===== config.mk =====
export PLATFORM = sky130hd
export DESIGN_NAME = aqef_top
export DESIGN_NICKNAME = d
export VERILOG_FILES = /design/src/hdl/aqef_top.v
export VERILOG_INCLUDE_DIRS = /design/src /design/src/hdl
export SDC_FILE = /design/constraint.sdc
export NUM_CORES = 1
export LEC_CHECK = 0
export BUFFER_PORTS_ARGS = -buffer_cell sky130_fd_sc_hd__buf_4
export CORE_UTILIZATION = 49
export CTS_CLUSTER_SIZE = 8
export DETAILED_ROUTE_END_ITERATION = 10
export PLACE_DENSITY = 0.84
export SLEW_MARGIN = 10
export SYNTH_ARGS = -nofsm -noshare
export SYNTH_HDL_FRONTEND = slang
export SYNTH_SLANG_ARGS = --single-unit
export TNS_END_PERCENT = 100

===== constraint.sdc =====
create_clock -name aclk -period 4 [get_ports aclk]
set_input_delay 0.4 -clock aclk [delete_from_list [all_inputs] [get_ports aclk]]
set_output_delay 0.4 -clock aclk [all_outputs]
set_load 0.05 [all_outputs]

===== src/hdl/aqef_map.vh =====
// Register map, field positions and reset values for the queue event flags.
`ifndef AQEF_MAP_VH
`define AQEF_MAP_VH

// ****************************************************************
// Register byte offsets
// ****************************************************************
`define AQEF_ADDR_W          4
`define AQEF_OFF_STATUS      4'h0
`define AQEF_OFF_IRQ_EN      4'h4
`define AQEF_OFF_EVT_STATUS  4'h8
`define AQEF_OFF_EVT_MASK    4'hc

// ****************************************************************
// Register select codes
// ****************************************************************
`define AQEF_SEL_STATUS      3'h0
`define AQEF_SEL_IRQ_EN      3'h1
`define AQEF_SEL_EVT_STATUS  3'h2
`define AQEF_SEL_EVT_MASK    3'h3
`define AQEF_SEL_NONE        3'h4

// ****************************************************************
// Flag bit positions, shared by every register
// ****************************************************************
`define AQEF_NFLAGS          4
`define AQEF_BIT_Q1_COMPLETE 0
`define AQEF_BIT_Q1_PAUSE    1
`define AQEF_BIT_Q2_COMPLETE 2
`define AQEF_BIT_Q2_PAUSE    3

// ****************************************************************
// Reset values
// ****************************************************************
`define AQEF_RST_FLAGS       4'h0
`define AQEF_RST_IRQ_EN      4'h0
`define AQEF_RST_EVT_STATUS  4'h0
`define AQEF_RST_EVT_MASK    4'h0

// ****************************************************************
// Bus responses
// ****************************************************************
`define AQEF_RESP_OKAY       2'h0
`define AQEF_RESP_SLVERR     2'h2

`endif


===== src/hdl/aqef_top.v =====
// Queue completion and pause flags with interrupt requests and bus slave.
`timescale 1ns/1ps
`include "aqef_map.vh"

module aqef_top (
  input  wire        aclk,               // System clock, 50 MHz
  input  wire        aresetn,            // Synchronous reset, active low
  input  wire [3:0]  s_axi_awaddr,       // Write address
  input  wire        s_axi_awvalid,      // Write address valid
  output reg         s_axi_awready,      // Write address ready
  input  wire [31:0] s_axi_wdata,        // Write data
  input  wire [3:0]  s_axi_wstrb,        // Write byte strobes
  input  wire        s_axi_wvalid,       // Write data valid
  output reg         s_axi_wready,       // Write data ready
  output reg  [1:0]  s_axi_bresp,        // Write response
  output reg         s_axi_bvalid,       // Write response valid
  input  wire        s_axi_bready,       // Write response ready
  input  wire [3:0]  s_axi_araddr,       // Read address
  input  wire        s_axi_arvalid,      // Read address valid
  output reg         s_axi_arready,      // Read address ready
  output reg  [31:0] s_axi_rdata,        // Read data
  output reg  [1:0]  s_axi_rresp,        // Read response
  output reg         s_axi_rvalid,       // Read data valid
  input  wire        s_axi_rready,       // Read data ready
  input  wire        result_wr,          // Converter writes a result
  input  wire        result_queue,       // Queue of that result, 0 q1, 1 q2
  input  wire        result_last,        // Word was the last of its queue
  input  wire        result_pause,       // Word had its pause bit set
  output reg         q1_complete_irq,    // Queue 1 completion request
  output reg         q1_pause_irq,       // Queue 1 pause request
  output reg         q2_complete_irq,    // Queue 2 completion request
  output reg         q2_pause_irq,       // Queue 2 pause request
  output reg         evt_irq             // Summary event interrupt
);

  // ****************************************************************
  // Address decode
  // ****************************************************************
  function [2:0] reg_sel;
    input [3:0] addr;
    begin
      case (addr)
        `AQEF_OFF_STATUS:     reg_sel = `AQEF_SEL_STATUS;
        `AQEF_OFF_IRQ_EN:     reg_sel = `AQEF_SEL_IRQ_EN;
        `AQEF_OFF_EVT_STATUS: reg_sel = `AQEF_SEL_EVT_STATUS;
        `AQEF_OFF_EVT_MASK:   reg_sel = `AQEF_SEL_EVT_MASK;
        default:              reg_sel = `AQEF_SEL_NONE;
      endcase
    end
  endfunction

  // ****************************************************************
  // State
  // ****************************************************************
  reg  [3:0]  adc_queue_status_reg;
  reg  [3:0]  adc_queue_status_next;
  reg  [3:0]  clear_arm_reg;
  reg  [3:0]  clear_arm_next;
  reg  [3:0]  irq_en_reg;
  reg  [3:0]  evt_status_reg;
  reg  [3:0]  evt_status_next;
  reg  [3:0]  evt_mask_reg;
  reg  [3:0]  aw_addr_reg;
  reg         aw_full_reg;
  reg  [31:0] w_data_reg;
  reg  [3:0]  w_strb_reg;
  reg         w_full_reg;
  reg  [3:0]  event_vec;
  reg  [3:0]  irq_vec;
  reg  [31:0] rd_word;

  wire [2:0]  wr_sel;
  wire [2:0]  rd_sel;
  wire        wr_fire;
  wire        rd_fire;
  wire        st_wr;
  wire        st_rd;
  integer     i;

  // ****************************************************************
  // Converter events
  // ****************************************************************
  always @* begin
    event_vec = 4'h0;
    event_vec[`AQEF_BIT_Q1_COMPLETE] =
      result_wr & ~result_queue & result_last;
    event_vec[`AQEF_BIT_Q1_PAUSE] =
      result_wr & ~result_queue & result_pause;
    event_vec[`AQEF_BIT_Q2_COMPLETE] =
      result_wr & result_queue & result_last;
    event_vec[`AQEF_BIT_Q2_PAUSE] =
      result_wr & result_queue & result_pause;
  end

  // ****************************************************************
  // Bus handshakes
  // ****************************************************************
  // A write is carried out once both address and data are held and the
  // previous response has gone, so only one write is ever in flight.
  assign wr_fire = aw_full_reg & w_full_reg & ~s_axi_bvalid;
  assign wr_sel  = reg_sel(aw_addr_reg);
  assign rd_fire = s_axi_arvalid & s_axi_arready;
  assign rd_sel  = reg_sel(s_axi_araddr);
  assign st_wr   = wr_fire & (wr_sel == `AQEF_SEL_STATUS) & w_strb_reg[0];
  assign st_rd   = rd_fire & (rd_sel == `AQEF_SEL_STATUS);

  always @(posedge aclk) begin
    if (!aresetn) begin
      aw_full_reg   <= 1'b0;
      aw_addr_reg   <= 4'h0;
      s_axi_awready <= 1'b0;
      w_full_reg    <= 1'b0;
      w_data_reg    <= 32'h0;
      w_strb_reg    <= 4'h0;
      s_axi_wready  <= 1'b0;
      s_axi_bvalid  <= 1'b0;
      s_axi_bresp   <= `AQEF_RESP_OKAY;
    end else begin
      s_axi_awready <= ~aw_full_reg & ~(s_axi_awvalid & s_axi_awready);
      s_axi_wready  <= ~w_full_reg & ~(s_axi_wvalid & s_axi_wready);
      if (s_axi_awvalid & s_axi_awready) begin
        aw_full_reg <= 1'b1;
        aw_addr_reg <= s_axi_awaddr;
      end
      if (s_axi_wvalid & s_axi_wready) begin
        w_full_reg <= 1'b1;
        w_data_reg <= s_axi_wdata;
        w_strb_reg <= s_axi_wstrb;
      end
      if (wr_fire) begin
        aw_full_reg  <= 1'b0;
        w_full_reg   <= 1'b0;
        s_axi_bvalid <= 1'b1;
        if (wr_sel == `AQEF_SEL_NONE)
          s_axi_bresp <= `AQEF_RESP_SLVERR;
        else
          s_axi_bresp <= `AQEF_RESP_OKAY;
      end else if (s_axi_bready) begin
        s_axi_bvalid <= 1'b0;
      end
    end
  end

  // ****************************************************************
  // Read path
  // ****************************************************************
  always @* begin
    rd_word = 32'h0;
    case (rd_sel)
      `AQEF_SEL_STATUS:     rd_word[3:0] = adc_queue_status_reg;
      `AQEF_SEL_IRQ_EN:     rd_word[3:0] = irq_en_reg;
      `AQEF_SEL_EVT_STATUS: rd_word[3:0] = evt_status_reg;
      `AQEF_SEL_EVT_MASK:   rd_word[3:0] = evt_mask_reg;
      default:              rd_word = 32'h0;
    endcase
  end

  always @(posedge aclk) begin
    if (!aresetn) begin
      s_axi_arready <= 1'b0;
      s_axi_rvalid  <= 1'b0;
      s_axi_rdata   <= 32'h0;
      s_axi_rresp   <= `AQEF_RESP_OKAY;
    end else begin
      s_axi_arready <= ~s_axi_rvalid & ~rd_fire;
      if (rd_fire) begin
        s_axi_rvalid <= 1'b1;
        s_axi_rdata  <= rd_word;
        if (rd_sel == `AQEF_SEL_NONE)
          s_axi_rresp <= `AQEF_RESP_SLVERR;
        else
          s_axi_rresp <= `AQEF_RESP_OKAY;
      end else if (s_axi_rready) begin
        s_axi_rvalid <= 1'b0;
      end
    end
  end

  // ****************************************************************
  // Queue flags and clear protection
  // ****************************************************************
  // A bit is armed by a status read that saw it set; a new event on that bit disarms
  // it, so a zero written afterwards cannot wipe an event it never saw.
  always @* begin
    adc_queue_status_next = adc_queue_status_reg;
    clear_arm_next        = clear_arm_reg;
    if (st_wr)
      clear_arm_next = 4'h0;
    if (st_rd)
      clear_arm_next = adc_queue_status_reg;
    for (i = 0; i < `AQEF_NFLAGS; i = i + 1) begin
      if (st_wr & ~w_data_reg[i] & clear_arm_reg[i])
        adc_queue_status_next[i] = 1'b0;
      if (event_vec[i]) begin
        adc_queue_status_next[i] = 1'b1;
        clear_arm_next[i]        = 1'b0;
      end
    end
  end

  // ****************************************************************
  // System event status, write one to clear
  // ****************************************************************
  always @* begin
    evt_status_next = evt_status_reg;
    if (wr_fire & (wr_sel == `AQEF_SEL_EVT_STATUS) & w_strb_reg[0])
      evt_status_next = evt_status_reg & ~w_data_reg[3:0];
    evt_status_next = evt_status_next | event_vec;
  end

  always @(posedge aclk) begin
    if (!aresetn) begin
      adc_queue_status_reg <= `AQEF_RST_FLAGS;
      clear_arm_reg        <= 4'h0;
      irq_en_reg           <= `AQEF_RST_IRQ_EN;
      evt_status_reg       <= `AQEF_RST_EVT_STATUS;
      evt_mask_reg         <= `AQEF_RST_EVT_MASK;
    end else begin
      adc_queue_status_reg <= adc_queue_status_next;
      clear_arm_reg        <= clear_arm_next;
      evt_status_reg       <= evt_status_next;
      if (wr_fire & w_strb_reg[0]) begin
        if (wr_sel == `AQEF_SEL_IRQ_EN)
          irq_en_reg <= w_data_reg[3:0];
        if (wr_sel == `AQEF_SEL_EVT_MASK)
          evt_mask_reg <= w_data_reg[3:0];
      end
    end
  end

  // ****************************************************************
  // Interrupt outputs
  // ****************************************************************
  // Each line follows its own flag; nothing here orders them, so the
  // system controller sees four independent levels.
  always @* begin
    irq_vec = adc_queue_status_reg & irq_en_reg;
  end

  always @(posedge aclk) begin
    if (!aresetn) begin
      q1_complete_irq <= 1'b0;
      q1_pause_irq    <= 1'b0;
      q2_complete_irq <= 1'b0;
      q2_pause_irq    <= 1'b0;
      evt_irq         <= 1'b0;
    end else begin
      q1_complete_irq <= irq_vec[`AQEF_BIT_Q1_COMPLETE];
      q1_pause_irq    <= irq_vec[`AQEF_BIT_Q1_PAUSE];
      q2_complete_irq <= irq_vec[`AQEF_BIT_Q2_COMPLETE];
      q2_pause_irq    <= irq_vec[`AQEF_BIT_Q2_PAUSE];
      evt_irq         <= |(evt_status_next & evt_mask_reg);
    end
  end

endmodule


Yosys cells after proc, flatten, opt, wreduce, memory -nomap -nowiden:

Index checks and enable logic that the tools add are counted.

* bits in registers: 49
* input bits: 55
* output and inout bits: 46
* logic and storage cells: 128

* equal/unequal tests: 14
* muxes and demuxes: 20
* bitwise logic cells: 46
* reductions and logical operators: 19

Operators by type and width (count)
* 1-bit AND: 28
* 3-bit one-hot mux with 4 select lines: 2
* 4-bit == test (second input constant): 4
* 4-bit one-hot mux with 4 select lines: 1
* 2-bit nonzero test: 7
* 1-bit NOT: 13
* 4-bit AND: 3
* 3-bit by 2-bit == test with 1-bit output (second input constant): 4
* 1-bit two-way mux: 12
* 4-bit two-way mux: 3
* 2-bit OR reduction: 5
* 4-bit by 3-bit == test with 1-bit output (second input constant): 2
* 4-bit logical NOT: 2
* 3-bit by 1-bit == test with 1-bit output (second input constant): 2
* 3-bit == test (second input constant): 2
* 3-bit logical NOT: 2
* 2-bit two-way mux: 2
* 4-bit NOT: 1
* 4-bit OR: 1
* 2-bit AND reduction: 2
* 4-bit OR reduction: 1

Logic depth before layout (Yosys ltp):

Gate-level depths: netlist (run 1).

* word-level depth: 9
* gate-level depth with buffers: 5
* mapped depth without buffers: 4

Worst setup path after synthesis (run 1):

No wires, ideal clock.

* path type: register to register
* start point: register s_axi_bvalid
* end point: register evt_mask_reg[3]
* setup time: 128 ps
* data arrival time: 1457 ps
* required time: 3872 ps
* slack: 2415 ps
* stages on the path, launching flop included: 6
* path buffers: 1
* clock period less this slack: 1585 ps
* path through: dfxtp_1 > and3b_1 > buf_2 > nand4_1 > mux2i_1 > nor2_1

* longest elaborated chain between the ends: 4

RTL lines
* from (decl): RTL line aqef_top.v:16 `output reg s_axi_bvalid,`
* from (signal assigned): RTL line aqef_top.v:116 `s_axi_bvalid <= 1'b0;`
* from (signal assigned): RTL line aqef_top.v:133 `s_axi_bvalid <= 1'b1;`
* from (signal assigned): RTL line aqef_top.v:139 `s_axi_bvalid <= 1'b0;`
* 1-bit NOT: RTL line aqef_top.v:100 `assign wr_fire = aw_full_reg & w_full_reg & ~s_axi_bvalid;`
* 1-bit AND: RTL line aqef_top.v:100
* 1-bit AND: RTL line aqef_top.v:222 `if (wr_fire & w_strb_reg[0]) begin`
* 2-bit AND reduction (no line)
* to (signal assigned): RTL line aqef_top.v:217 `` evt_mask_reg <= `AQEF_RST_EVT_MASK; ``
* to (signal assigned): RTL line aqef_top.v:226 `evt_mask_reg <= w_data_reg[3:0];`
* to (decl): RTL line aqef_top.v:62 `reg [3:0] evt_mask_reg;`

Every way passes these cells.
A chain may end at the register's enable or synchronous reset.

Final worst setup path (run 1):

* start point: register s_axi_bvalid
* end point: register evt_irq

* longest elaborated chain between the ends: 8

RTL lines
* 1-bit NOT: RTL line aqef_top.v:100
* 1-bit AND: RTL line aqef_top.v:100
* 1-bit AND (2 in a row): RTL line aqef_top.v:206 `` if (wr_fire & (wr_sel == `AQEF_SEL_EVT_STATUS) & w_strb_reg[0]) ``
* 4-bit two-way mux: RTL line aqef_top.v:206
* 4-bit OR: RTL line aqef_top.v:208 `evt_status_next = evt_status_next | event_vec;`
* 4-bit AND: RTL line aqef_top.v:252 `evt_irq <= |(evt_status_next & evt_mask_reg);`
* 4-bit OR reduction: RTL line aqef_top.v:252
* to (signal assigned): RTL line aqef_top.v:252
* to (decl): RTL line aqef_top.v:33 `output reg evt_irq`

Every way passes these cells.

==> impl_metrics.py, run 1 <==
metrics = {
    "worst_setup_path": {
        "reg2regPathDepth": 4,
        "cp_max_fo": 8,
        "worstPathRequired_ps": 4150,
        "start_kind": "flop",
        "crit_arrival_ps": 1740,
        "worstSetupPathType": "reg -> reg",
        "r2r_slack_ps": 2410,
        "reg2reg_from": "s_axi_bvalid$_SDFFE_PN0P_",
        "worst_r2r_endpoint": "evt_irq$_SDFF_PN0_",
        "end_kind": "flop",
    },
    "clock_network": {
        "cts_max_level": 2,
        "cts_sinks": 47,
        "insertion_delay_ps": 300,
        "cts_tree": "yes",
        "post-cts-setup-buffers": 0,
        "cts_buffers": 5,
        "cts_resized": 0,
        "clk_pin_slew_ps": 80,
        "cts-root-buf": "clkbuf_8",
        "clockBufferDepth": 2,
        "cts_hold_buf": 0,
    },
    "yosys": {
        "synth_most_common_cell": "dfxtp_1",
        "synth_area_leaders": "dfxtp_1 (45%), buf_4 (11%), a21oi_1 (5.8%)",
        "yosysSeqAreaShare_pct": 45.4,
        "synth_top_area_share_pct": 45.4,
        "ys_async_sr_fraction_pct": 0,
        "yosysWarnings": 0,
        "ys_seq_elements": 47,
        "synth_top_cell_by_area": "dfxtp_1",
        "synthTopCellsByCount": "dfxtp_1 (47), buf_4 (30), nand2_1 (27)",
        "netlist_instances": 230,
        "syn_area_mm2": 0.00207,
        "synth_edf_count": 0,
        "synth_top_flop_cell": "dfxtp_1",
        "post_synth_num_cell_types": 31,
        "avgSynthCellArea_um2": 9.02,
    },
    "finish": {
        "n_fill_cell": 377,
        "regArea_um2": 941,
        "final_area_mm2": 0.00243,
        "antenna_cells": 0,
        "area_growth_pct": 16.9,
        "nNetsFinal": 325,
        "drive_above_1_share_pct": 20.3,
        "multi_input_area_um2": 975,
    },
    "power_and_ir_drop": {
        "power_density_mw_per_mm2": 433,
        "leakage_nw": 1.09,
        "ir_worst_vdd_v": 0.000187,
        "total_power_w": 0.00105,
    },
    "sta": {
        "final-hold-violation-count": 0,
        "period_share_pct": 39.8,
        "period_minus_slack_ps": 1590,
        "final_max_slew_viol_count": 0,
        "skew_ps": 8.68,
        "fmax_ghz": 0.629,
        "hold_slack_ps": 351,
        "slew_headroom_pct": 58.7,
        "grt_setup_unrepaired": "no",
        "tightest_slew_ps": 619,
        "finalWorstSetupSlack_ps": 2410,
        "setup_viol": 0,
        "fin_tns_setup_ps": 0,
    },
    "drt": {
        "wirelength_um": 4130,
        "ant_nets": 0,
        "vias": 1684,
        "route.detailed.drc": 0,
        "avgRoutedWirePerCell_um": 12.9,
        "drtIter0Drc": 78,
        "viasPerCell": 5.25,
        "dr.pass1.iters": 4,
    },
    "grt": {
        "antenna_found_initial": 0,
        "track_usage_pct": 20.6,
        "overflow": 0,
        "grt_pass1_vias": 1577,
        "grt_first_pass_wirelength_um": 6800,
        "grt_max_degree": 38,
    },
    "worst_hold_path": {
        "holdCritStartpoint": "s_axi_awaddr[0]",
        "hold_end": "aw_addr_reg[0]$_SDFFE_PN0P_",
        "whs_path_depth": 3,
        "hold_class": "in -> reg",
    },
    "floorplan": {
        "io_pins": 101,
        "start_util_pct": 51.5,
        "die_y_um": 67.1,
        "fp.coreArea_mm2": 0.00403,
        "dieWidth_um": 67.1,
        "die_area_mm2": 0.00450,
        "num_rows": 23,
    },
    "placement": {
        "place_congestion": 0.780,
        "place_area_mm2": 0.00229,
        "place_ws_ps": 2410,
        "io_buffers": 39,
        "place_hpwl_um": 3020,
    },
    "flow_run": {
        "cap_violations": 0,
    },
    "outcome": {
        "status": "complete, no violations",
    },
}
==> cell usage in the layout (no fill, tap or decap), types with 5 or more instances in the layout <==
| cell | instances |
|---|---|
| a21oi_1 | 24 |
| and3_1 | 6 |
| buf_4 | 39 |
| clkbuf_8 | 5 |
| conb_1 | 30 |
| dfxtp_1 | 47 |
| inv_1 | 5 |
| mux2i_1 | 8 |
| nand2_1 | 27 |
| nand3_1 | 16 |
| nor2_1 | 19 |
| o21ai_0 | 8 |
==> through the flow <==
stage	instances	util (%)
after floorplan	259	-
after global placement	313	56.9
after detailed placement	313	56.9
after CTS	321	60.2
after global routing	321	60.2
final	321	60.2
==> layer usage <==
layer	vias to the layer above	wire length (µm)	global-route usage, %
met5	-	0	0
met4	0	68	9.31
met1	796	1780	24.5
li1	822	-	-
met2	57	2030	33.8
met3	9	254	5.99
==> worst max path at each step <==
stage | startpoint | to | slack (ps) | cells past startpoint
2_1_floorplan | s_axi_bvalid$_SDFFE_PN0P_ | evt_mask_reg[3]$_SDFFE_PN0P_ | 2420 | 5
3_3_place_gp | s_axi_bvalid$_SDFFE_PN0P_ | evt_irq$_SDFF_PN0_ | 2440 | 4
3_5_place_dp | s_axi_bvalid$_SDFFE_PN0P_ | evt_irq$_SDFF_PN0_ | 2410 | 4
4_1_cts | s_axi_bvalid$_SDFFE_PN0P_ | evt_irq$_SDFF_PN0_ | 2390 | 4
5_1_grt | s_axi_bvalid$_SDFFE_PN0P_ | evt_irq$_SDFF_PN0_ | 2290 | 4
6_report | s_axi_bvalid$_SDFFE_PN0P_ | evt_irq$_SDFF_PN0_ | 2410 | 4
==> critical path: stages (launching register included) <==
cell      delay, ps
dfxtp_1         320
and3b_1         380
nand4b_2        290
o211ai_1        290
a41oi_1         150
==> power breakdown <==
part	internal (W)	switching [W]
Sequential	0.000483	0.0000151
Clock	0.000250	0.000152
Combinational	0.0000387	0.000113
==> layout make-up <==
class	count	area share, %
clock inverter	2	2.48
multi-input combinational	171	40.2
tap	50	2.58
sequential	47	38.8
timing repair buffer	39	12.1
inverter	6	0.928
clock buffer	6	2.99
==> cell families (layout without fill, tap and decap cells) <==
kind of cell | after synthesis | in the layout | share of synthesized area (%)
other | 1 | 30 | 0.181
and+or+nand+nor | 85 | 85 | 21.1
buffers and inverters | 41 | 53 | 12.9
DFF | 47 | 47 | 45.4
AOI/OAI and AO/OA | 44 | 44 | 12.2
muxes | 12 | 12 | 8.20
No activity file was read; power rests on OpenSTA's default activity.
==> run 2, diff against run 1 <==
--- a/config.mk
+++ b/config.mk
@@ -7,10 +7,10 @@
 export NUM_CORES = 1
 export LEC_CHECK = 0
 export BUFFER_PORTS_ARGS = -buffer_cell sky130_fd_sc_hd__buf_4
-export CORE_UTILIZATION = 49
+export CORE_UTILIZATION = 46
 export CTS_CLUSTER_SIZE = 8
 export DETAILED_ROUTE_END_ITERATION = 10
-export PLACE_DENSITY = 0.84
+export PLACE_DENSITY = 0.8
 export SLEW_MARGIN = 10
 export SYNTH_ARGS = -nofsm -noshare
 export SYNTH_HDL_FRONTEND = slang
==> constraint.sdc (replaced) <==
create_clock -name aclk -period 1.6 [get_ports aclk]
set_input_delay 0.16 -clock aclk [delete_from_list [all_inputs] [get_ports aclk]]
set_output_delay 0.16 -clock aclk [all_outputs]
set_load 0.05 [all_outputs]
==> run 2 against run 1 <==
- via count down 3.0%
- sequential share of layout area down 0.57 points
- hold slack worse by 240 ps
- combinational power rose to 2.6 times the previous value
- critical path depth up 1
- critical path type unchanged
- largest cell class unchanged
==> impl_metrics.py, run 2 (same netlist as run 1, synthesis figures left out) <==
metrics = {
    "floorplan": {
        "num_rows": 24,
        "die_y_um": 69.2,
        "fp.coreArea_mm2": 0.00435,
        "dieWidth_um": 69.2,
        "start_util_pct": 47.6,
        "die_area_mm2": 0.00478,
        "io_pins": 101,
    },
    "finish": {
        "area_growth_pct": 18.7,
        "final_area_mm2": 0.00246,
        "antenna_cells": 0,
        "drive_above_1_share_pct": 21.9,
        "n_fill_cell": 386,
        "mostFrequentLayoutCells": "dfxtp_1 (47), buf_4 (41), conb_1 (30)",
        "nNetsFinal": 328,
        "layout_commonest_cell": "dfxtp_1",
    },
    "power_and_ir_drop": {
        "ir_worst_vdd_v": 0.000402,
        "power_density_mw_per_mm2": 1020,
        "leakage_nw": 1.12,
    },
    "drt": {
        "avgRoutedWirePerCell_um": 12.9,
        "viasPerCell": 5.01,
        "drtIter0Drc": 61,
        "wirelength_um": 4210,
        "vias": 1633,
        "dr.pass1.iters": 4,
        "ant_nets": 0,
        "route.detailed.drc": 0,
    },
    "clock_network": {
        "clk_pin_slew_ps": 90,
        "cts_max_level": 2,
        "post-cts-setup-buffers": 0,
        "cts_buffers": 5,
        "cts-root-buf": "clkbuf_8",
        "clockBufferDepth": 2,
        "insertion_delay_ps": 300,
        "cts_tree": "yes",
        "cts_sinks": 47,
    },
    "worst_setup_path": {
        "slowest_delay_ps": 380,
        "end_kind": "flop",
        "path_cells": "and3b_1 -> buf_4 -> nand4b_2 -> mux2i_1 -> nor2_1",
        "r2r_slack_ps": 110,
        "start_kind": "flop",
        "cp_num_buf_inv": 1,
        "crit_arrival_ps": 1690,
        "crit_family": "simple AND/OR/NAND/NOR gates",
        "cp_max_fo": 6,
        "crit_slowest_cell": "and3b_1",
        "worstPathRequired_ps": 1800,
        "worstSetupPathType": "reg -> reg",
    },
    "sta": {
        "skew_ps": 8.34,
        "fmax_ghz": 0.669,
        "final_max_slew_viol_count": 0,
        "grt_setup_unrepaired": "no",
        "setup_viol": 0,
        "period_minus_slack_ps": 1490,
        "fin_tns_setup_ps": 0,
        "period_share_pct": 93.4,
        "final-hold-violation-count": 0,
        "hold_slack_ps": 108,
    },
    "worst_hold_path": {
        "hold_class": "in -> reg",
    },
    "outcome": {
        "status": "complete, no violations",
    },
    "placement": {
        "place_congestion": 0.821,
        "place_hpwl_um": 3060,
        "io_buffers": 39,
        "place_area_mm2": 0.00233,
    },
    "grt": {
        "antenna_found_initial": 0,
        "overflow": 0,
        "busiest_layer": "met2",
        "grt_pass1_vias": 1505,
        "grt_max_degree": 21,
        "track_usage_pct": 18.2,
        "met1_usage_pct": 21.4,
        "use_met2_pct": 31.1,
        "grt_use_met3_pct": 4.24,
        "grt_first_pass_wirelength_um": 6830,
    },
    "flow_run": {
        "cap_violations": 0,
    },
}
-- run 2: where the power goes --
group	internal, W	total [W]	leakage, nW	switching (W)
Clock	0.000505	0.000891	0.0612	0.000386
Combinational	0.000103	0.000388	0.676	0.000286
Sequential	0.00121	0.00124	0.382	0.0000379
-- run 2: worst min-delay path: stages --
cell and delay (ps):
buf_4 110, nand3_1 50, a21oi_1 50
-- run 2: worst paths after layout --
kind	to	cells after the start	from
worst max register to register	irq_en_reg[3]$_SDFFE_PN0P_	5	s_axi_bvalid$_SDFFE_PN0P_
worst max-delay path	irq_en_reg[3]$_SDFFE_PN0P_	5	s_axi_bvalid$_SDFFE_PN0P_
worst min register to register	s_axi_arready$_SDFF_PN0_	1	s_axi_rvalid$_SDFFE_PN0P_
worst min-delay path	aw_addr_reg[1]$_SDFFE_PN0P_	3	s_axi_awaddr[1]
-- run 2: per-layer routing --
| metal | vias to the layer above | share of wire [%] | wire length, µm |
|---|---|---|---|
| li1 | 825 | - | - |
| met1 | 756 | 43 | 1820 |
| met2 | 47 | 50 | 2100 |
| met3 | 5 | 5.3 | 223 |
| met4 | 0 | 1.7 | 71 |
| met5 | - | 0 | 0 |
-- run 2: final cells by class --
| class | count | area, µm² | share of cell area (%) |
|---|---|---|---|
| well taps | 52 | 65.1 | 2.64 |
| multi-input cells | 171 | 988 | 40.1 |
| clock buffers | 6 | 82.6 | 3.35 |
| repair buffers | 42 | 328 | 13.3 |
| flip-flops and latches | 47 | 941 | 38.2 |
| inverters | 6 | 22.5 | 0.915 |
| clock inverters | 2 | 35.0 | 1.42 |
-- run 2: timing repair --
item,CTS,global route
setup endpoints to repair,0,1
hold buffers,0,0
gates resized for setup,0,2
-- run 2: metrics by stage --
stage	std cells	worst slack, ps	util (%)	total power (W)
5_1_grt	326	18.4	56.6	0.00261
3_5_place_dp	318	135	53.5	0.00166
2_1_floorplan	259	15.4	-	0.00161
4_1_cts	326	105	56.2	0.00253
6_report	326	105	56.6	0.00252
3_3_place_gp	318	152	53.5	0.00165
==> run 3, diff against run 2 <==
--- a/config.mk
+++ b/config.mk
@@ -7,10 +7,12 @@
 export NUM_CORES = 1
 export LEC_CHECK = 0
 export BUFFER_PORTS_ARGS = -buffer_cell sky130_fd_sc_hd__buf_4
-export CORE_UTILIZATION = 46
+export CELL_PAD_IN_SITES_DETAIL_PLACEMENT = 0
+export CELL_PAD_IN_SITES_GLOBAL_PLACEMENT = 1
+export CORE_UTILIZATION = 32
 export CTS_CLUSTER_SIZE = 8
 export DETAILED_ROUTE_END_ITERATION = 10
-export PLACE_DENSITY = 0.8
+export PLACE_DENSITY_LB_ADDON = 0.1
 export SLEW_MARGIN = 10
 export SYNTH_ARGS = -nofsm -noshare
 export SYNTH_HDL_FRONTEND = slang
==> run 3 against run 2 <==
- routed wire length is 12% higher
- clock power shrank 26%
- power is 9.0% lower
- combinational power is essentially flat
- largest power group unchanged
- clock skew decreased by 1.3 ps
- sequential power about the same
- non-clock buffer count increased by 5
- final area rose by 0.30%
==> impl_metrics.py, run 3 (same netlist as run 1, synthesis figures left out) <==
metrics = {
    "clock_network": {
        "cts_sinks": 47,
        "cts_hold_buf": 0,
        "clockBufferDepth": 2,
        "cts_buffers": 5,
        "insertion_delay_ps": 300,
        "cts_resized": 0,
        "clk_pin_slew_ps": 80,
        "cts_tree": "yes",
        "cts-root-buf": "clkbuf_8",
        "cts_max_level": 2,
        "post-cts-setup-buffers": 0,
    },
    "grt": {
        "overflow": 0,
        "grt_first_pass_wirelength_um": 7180,
        "track_usage_pct": 14.7,
        "antenna_found_initial": 0,
        "grt_max_degree": 27,
        "grt_pass1_vias": 1470,
    },
    "floorplan": {
        "die_y_um": 82.5,
        "io_pins": 101,
        "die_area_mm2": 0.00681,
        "num_rows": 28,
        "dieWidth_um": 82.5,
        "start_util_pct": 34.0,
        "fp.coreArea_mm2": 0.00610,
    },
    "drt": {
        "highest_layer": "met4",
        "wl_met1_um": 2130,
        "vias": 1688,
        "avgRoutedWirePerCell_um": 13.4,
        "wirelength_um": 4710,
        "dr_wl_met2_um": 2260,
        "viasPerCell": 4.80,
        "dr_wl_met3_um": 237,
        "route.detailed.drc": 0,
        "ant_nets": 0,
        "dr.pass1.iters": 4,
        "drtIter0Drc": 111,
    },
    "sta": {
        "final-hold-violation-count": 0,
        "grt_setup_unrepaired": "no",
        "skew_ps": 7.03,
        "final_max_slew_viol_count": 0,
        "fmax_ghz": 0.691,
        "period_minus_slack_ps": 1450,
        "fin_tns_setup_ps": 0,
        "period_share_pct": 90.4,
        "finalWorstSetupSlack_ps": 153,
        "setup_viol": 0,
    },
    "worst_hold_path": {
        "holdCritStartpoint": "s_axi_awaddr[3]",
        "hold_class": "in -> reg",
        "whs_path_depth": 3,
        "hold_end": "aw_addr_reg[3]$_SDFFE_PN0P_",
    },
    "worst_setup_path": {
        "end_kind": "flop",
        "worstSetupPathType": "reg -> reg",
        "start_kind": "flop",
        "cp_max_fo": 8,
        "r2r_slack_ps": 150,
        "worstPathRequired_ps": 1760,
        "worst_r2r_endpoint": "evt_irq$_SDFF_PN0_",
        "crit_arrival_ps": 1610,
        "reg2reg_from": "w_strb_reg[0]$_SDFFE_PN0P_",
        "reg2regPathDepth": 5,
    },
    "finish": {
        "antenna_cells": 0,
        "layout_commonest_cell": "dfxtp_1",
        "nNetsFinal": 333,
        "area_growth_pct": 19.1,
        "mostFrequentLayoutCells": "dfxtp_1 (47), buf_4 (46), conb_1 (30)",
        "drive_above_1_share_pct": 22.0,
    },
    "flow_run": {
        "cap_violations": 0,
    },
    "outcome": {
        "status": "complete, no violations",
    },
    "power_and_ir_drop": {
        "power_density_mw_per_mm2": 930,
        "ir_worst_vdd_v": 0.000311,
        "leakage_nw": 1.10,
    },
    "placement": {
        "place_ws_ps": 151,
        "place_hpwl_um": 3390,
        "place_congestion": 0.767,
        "io_buffers": 39,
    },
}
## run 3: cell types whose count changed in the layout (fill, tap and decap cells not counted), sizes merged
cell    change
bufinv      -1
buf         +5
clkinv      -1
## run 3: where the power goes
| group | total, W | switching, W | internal, W |
|---|---|---|---|
| clock network | 0.000660 | 0.000368 | 0.000292 |
| registers | 0.00124 | 0.0000377 | 0.00121 |
| logic | 0.000391 | 0.000286 | 0.000106 |
| total | 0.00230 | 0.000692 | 0.00160 |
## run 3: worst max-delay path, cell delays in order (launching register included)
cell	delay, ps
dfxtp_1	350
nor3b_4	260
nand4b_2	120
buf_4	180
o221ai_1	230
a41oi_1	170
## run 3: area by class of cell
class / count / area (µm²)
fill: 641 / 3630
multi-input combinational: 171 / 975
sequential: 47 / 941
timing repair buffer: 47 / 365
tap: 75 / 93.8
clock buffer: 6 / 72.6
inverter: 6 / 22.5
## run 3: how the worst max path moves through the flow
| stage | from | end | cells after the start |
|---|---|---|---|
| after floorplan | s_axi_bvalid$_SDFFE_PN0P_ | evt_mask_reg[3]$_SDFFE_PN0P_ | 5 |
| after global placement | w_strb_reg[0]$_SDFFE_PN0P_ | evt_irq$_SDFF_PN0_ | 5 |
| after detailed placement | w_strb_reg[0]$_SDFFE_PN0P_ | evt_irq$_SDFF_PN0_ | 5 |
| after CTS | w_strb_reg[0]$_SDFFE_PN0P_ | evt_irq$_SDFF_PN0_ | 5 |
| after global routing | w_strb_reg[0]$_SDFFE_PN0P_ | evt_irq$_SDFF_PN0_ | 5 |
| final | w_strb_reg[0]$_SDFFE_PN0P_ | evt_irq$_SDFF_PN0_ | 5 |
## run 3: metrics by stage
step	instances	cell area, µm²	utilization [%]	total power [W]	hold slack (ps)
CTS	352	2470	40.5	0.00233	113
finish	352	2470	40.5	0.00230	118
detailed placement	346	2400	39.3	0.00167	433
floorplan	259	2180	-	0.00161	307
global placement	346	2400	39.3	0.00167	432
global route	352	2470	40.5	0.00241	121
## run 3: per-layer routing
metal  track usage (%)  vias to the layer above
met5                 0                        -
met4              7.07                        0
met3              3.74                        5
met2              24.0                       51
met1              18.0                      801
li1                  -                      831
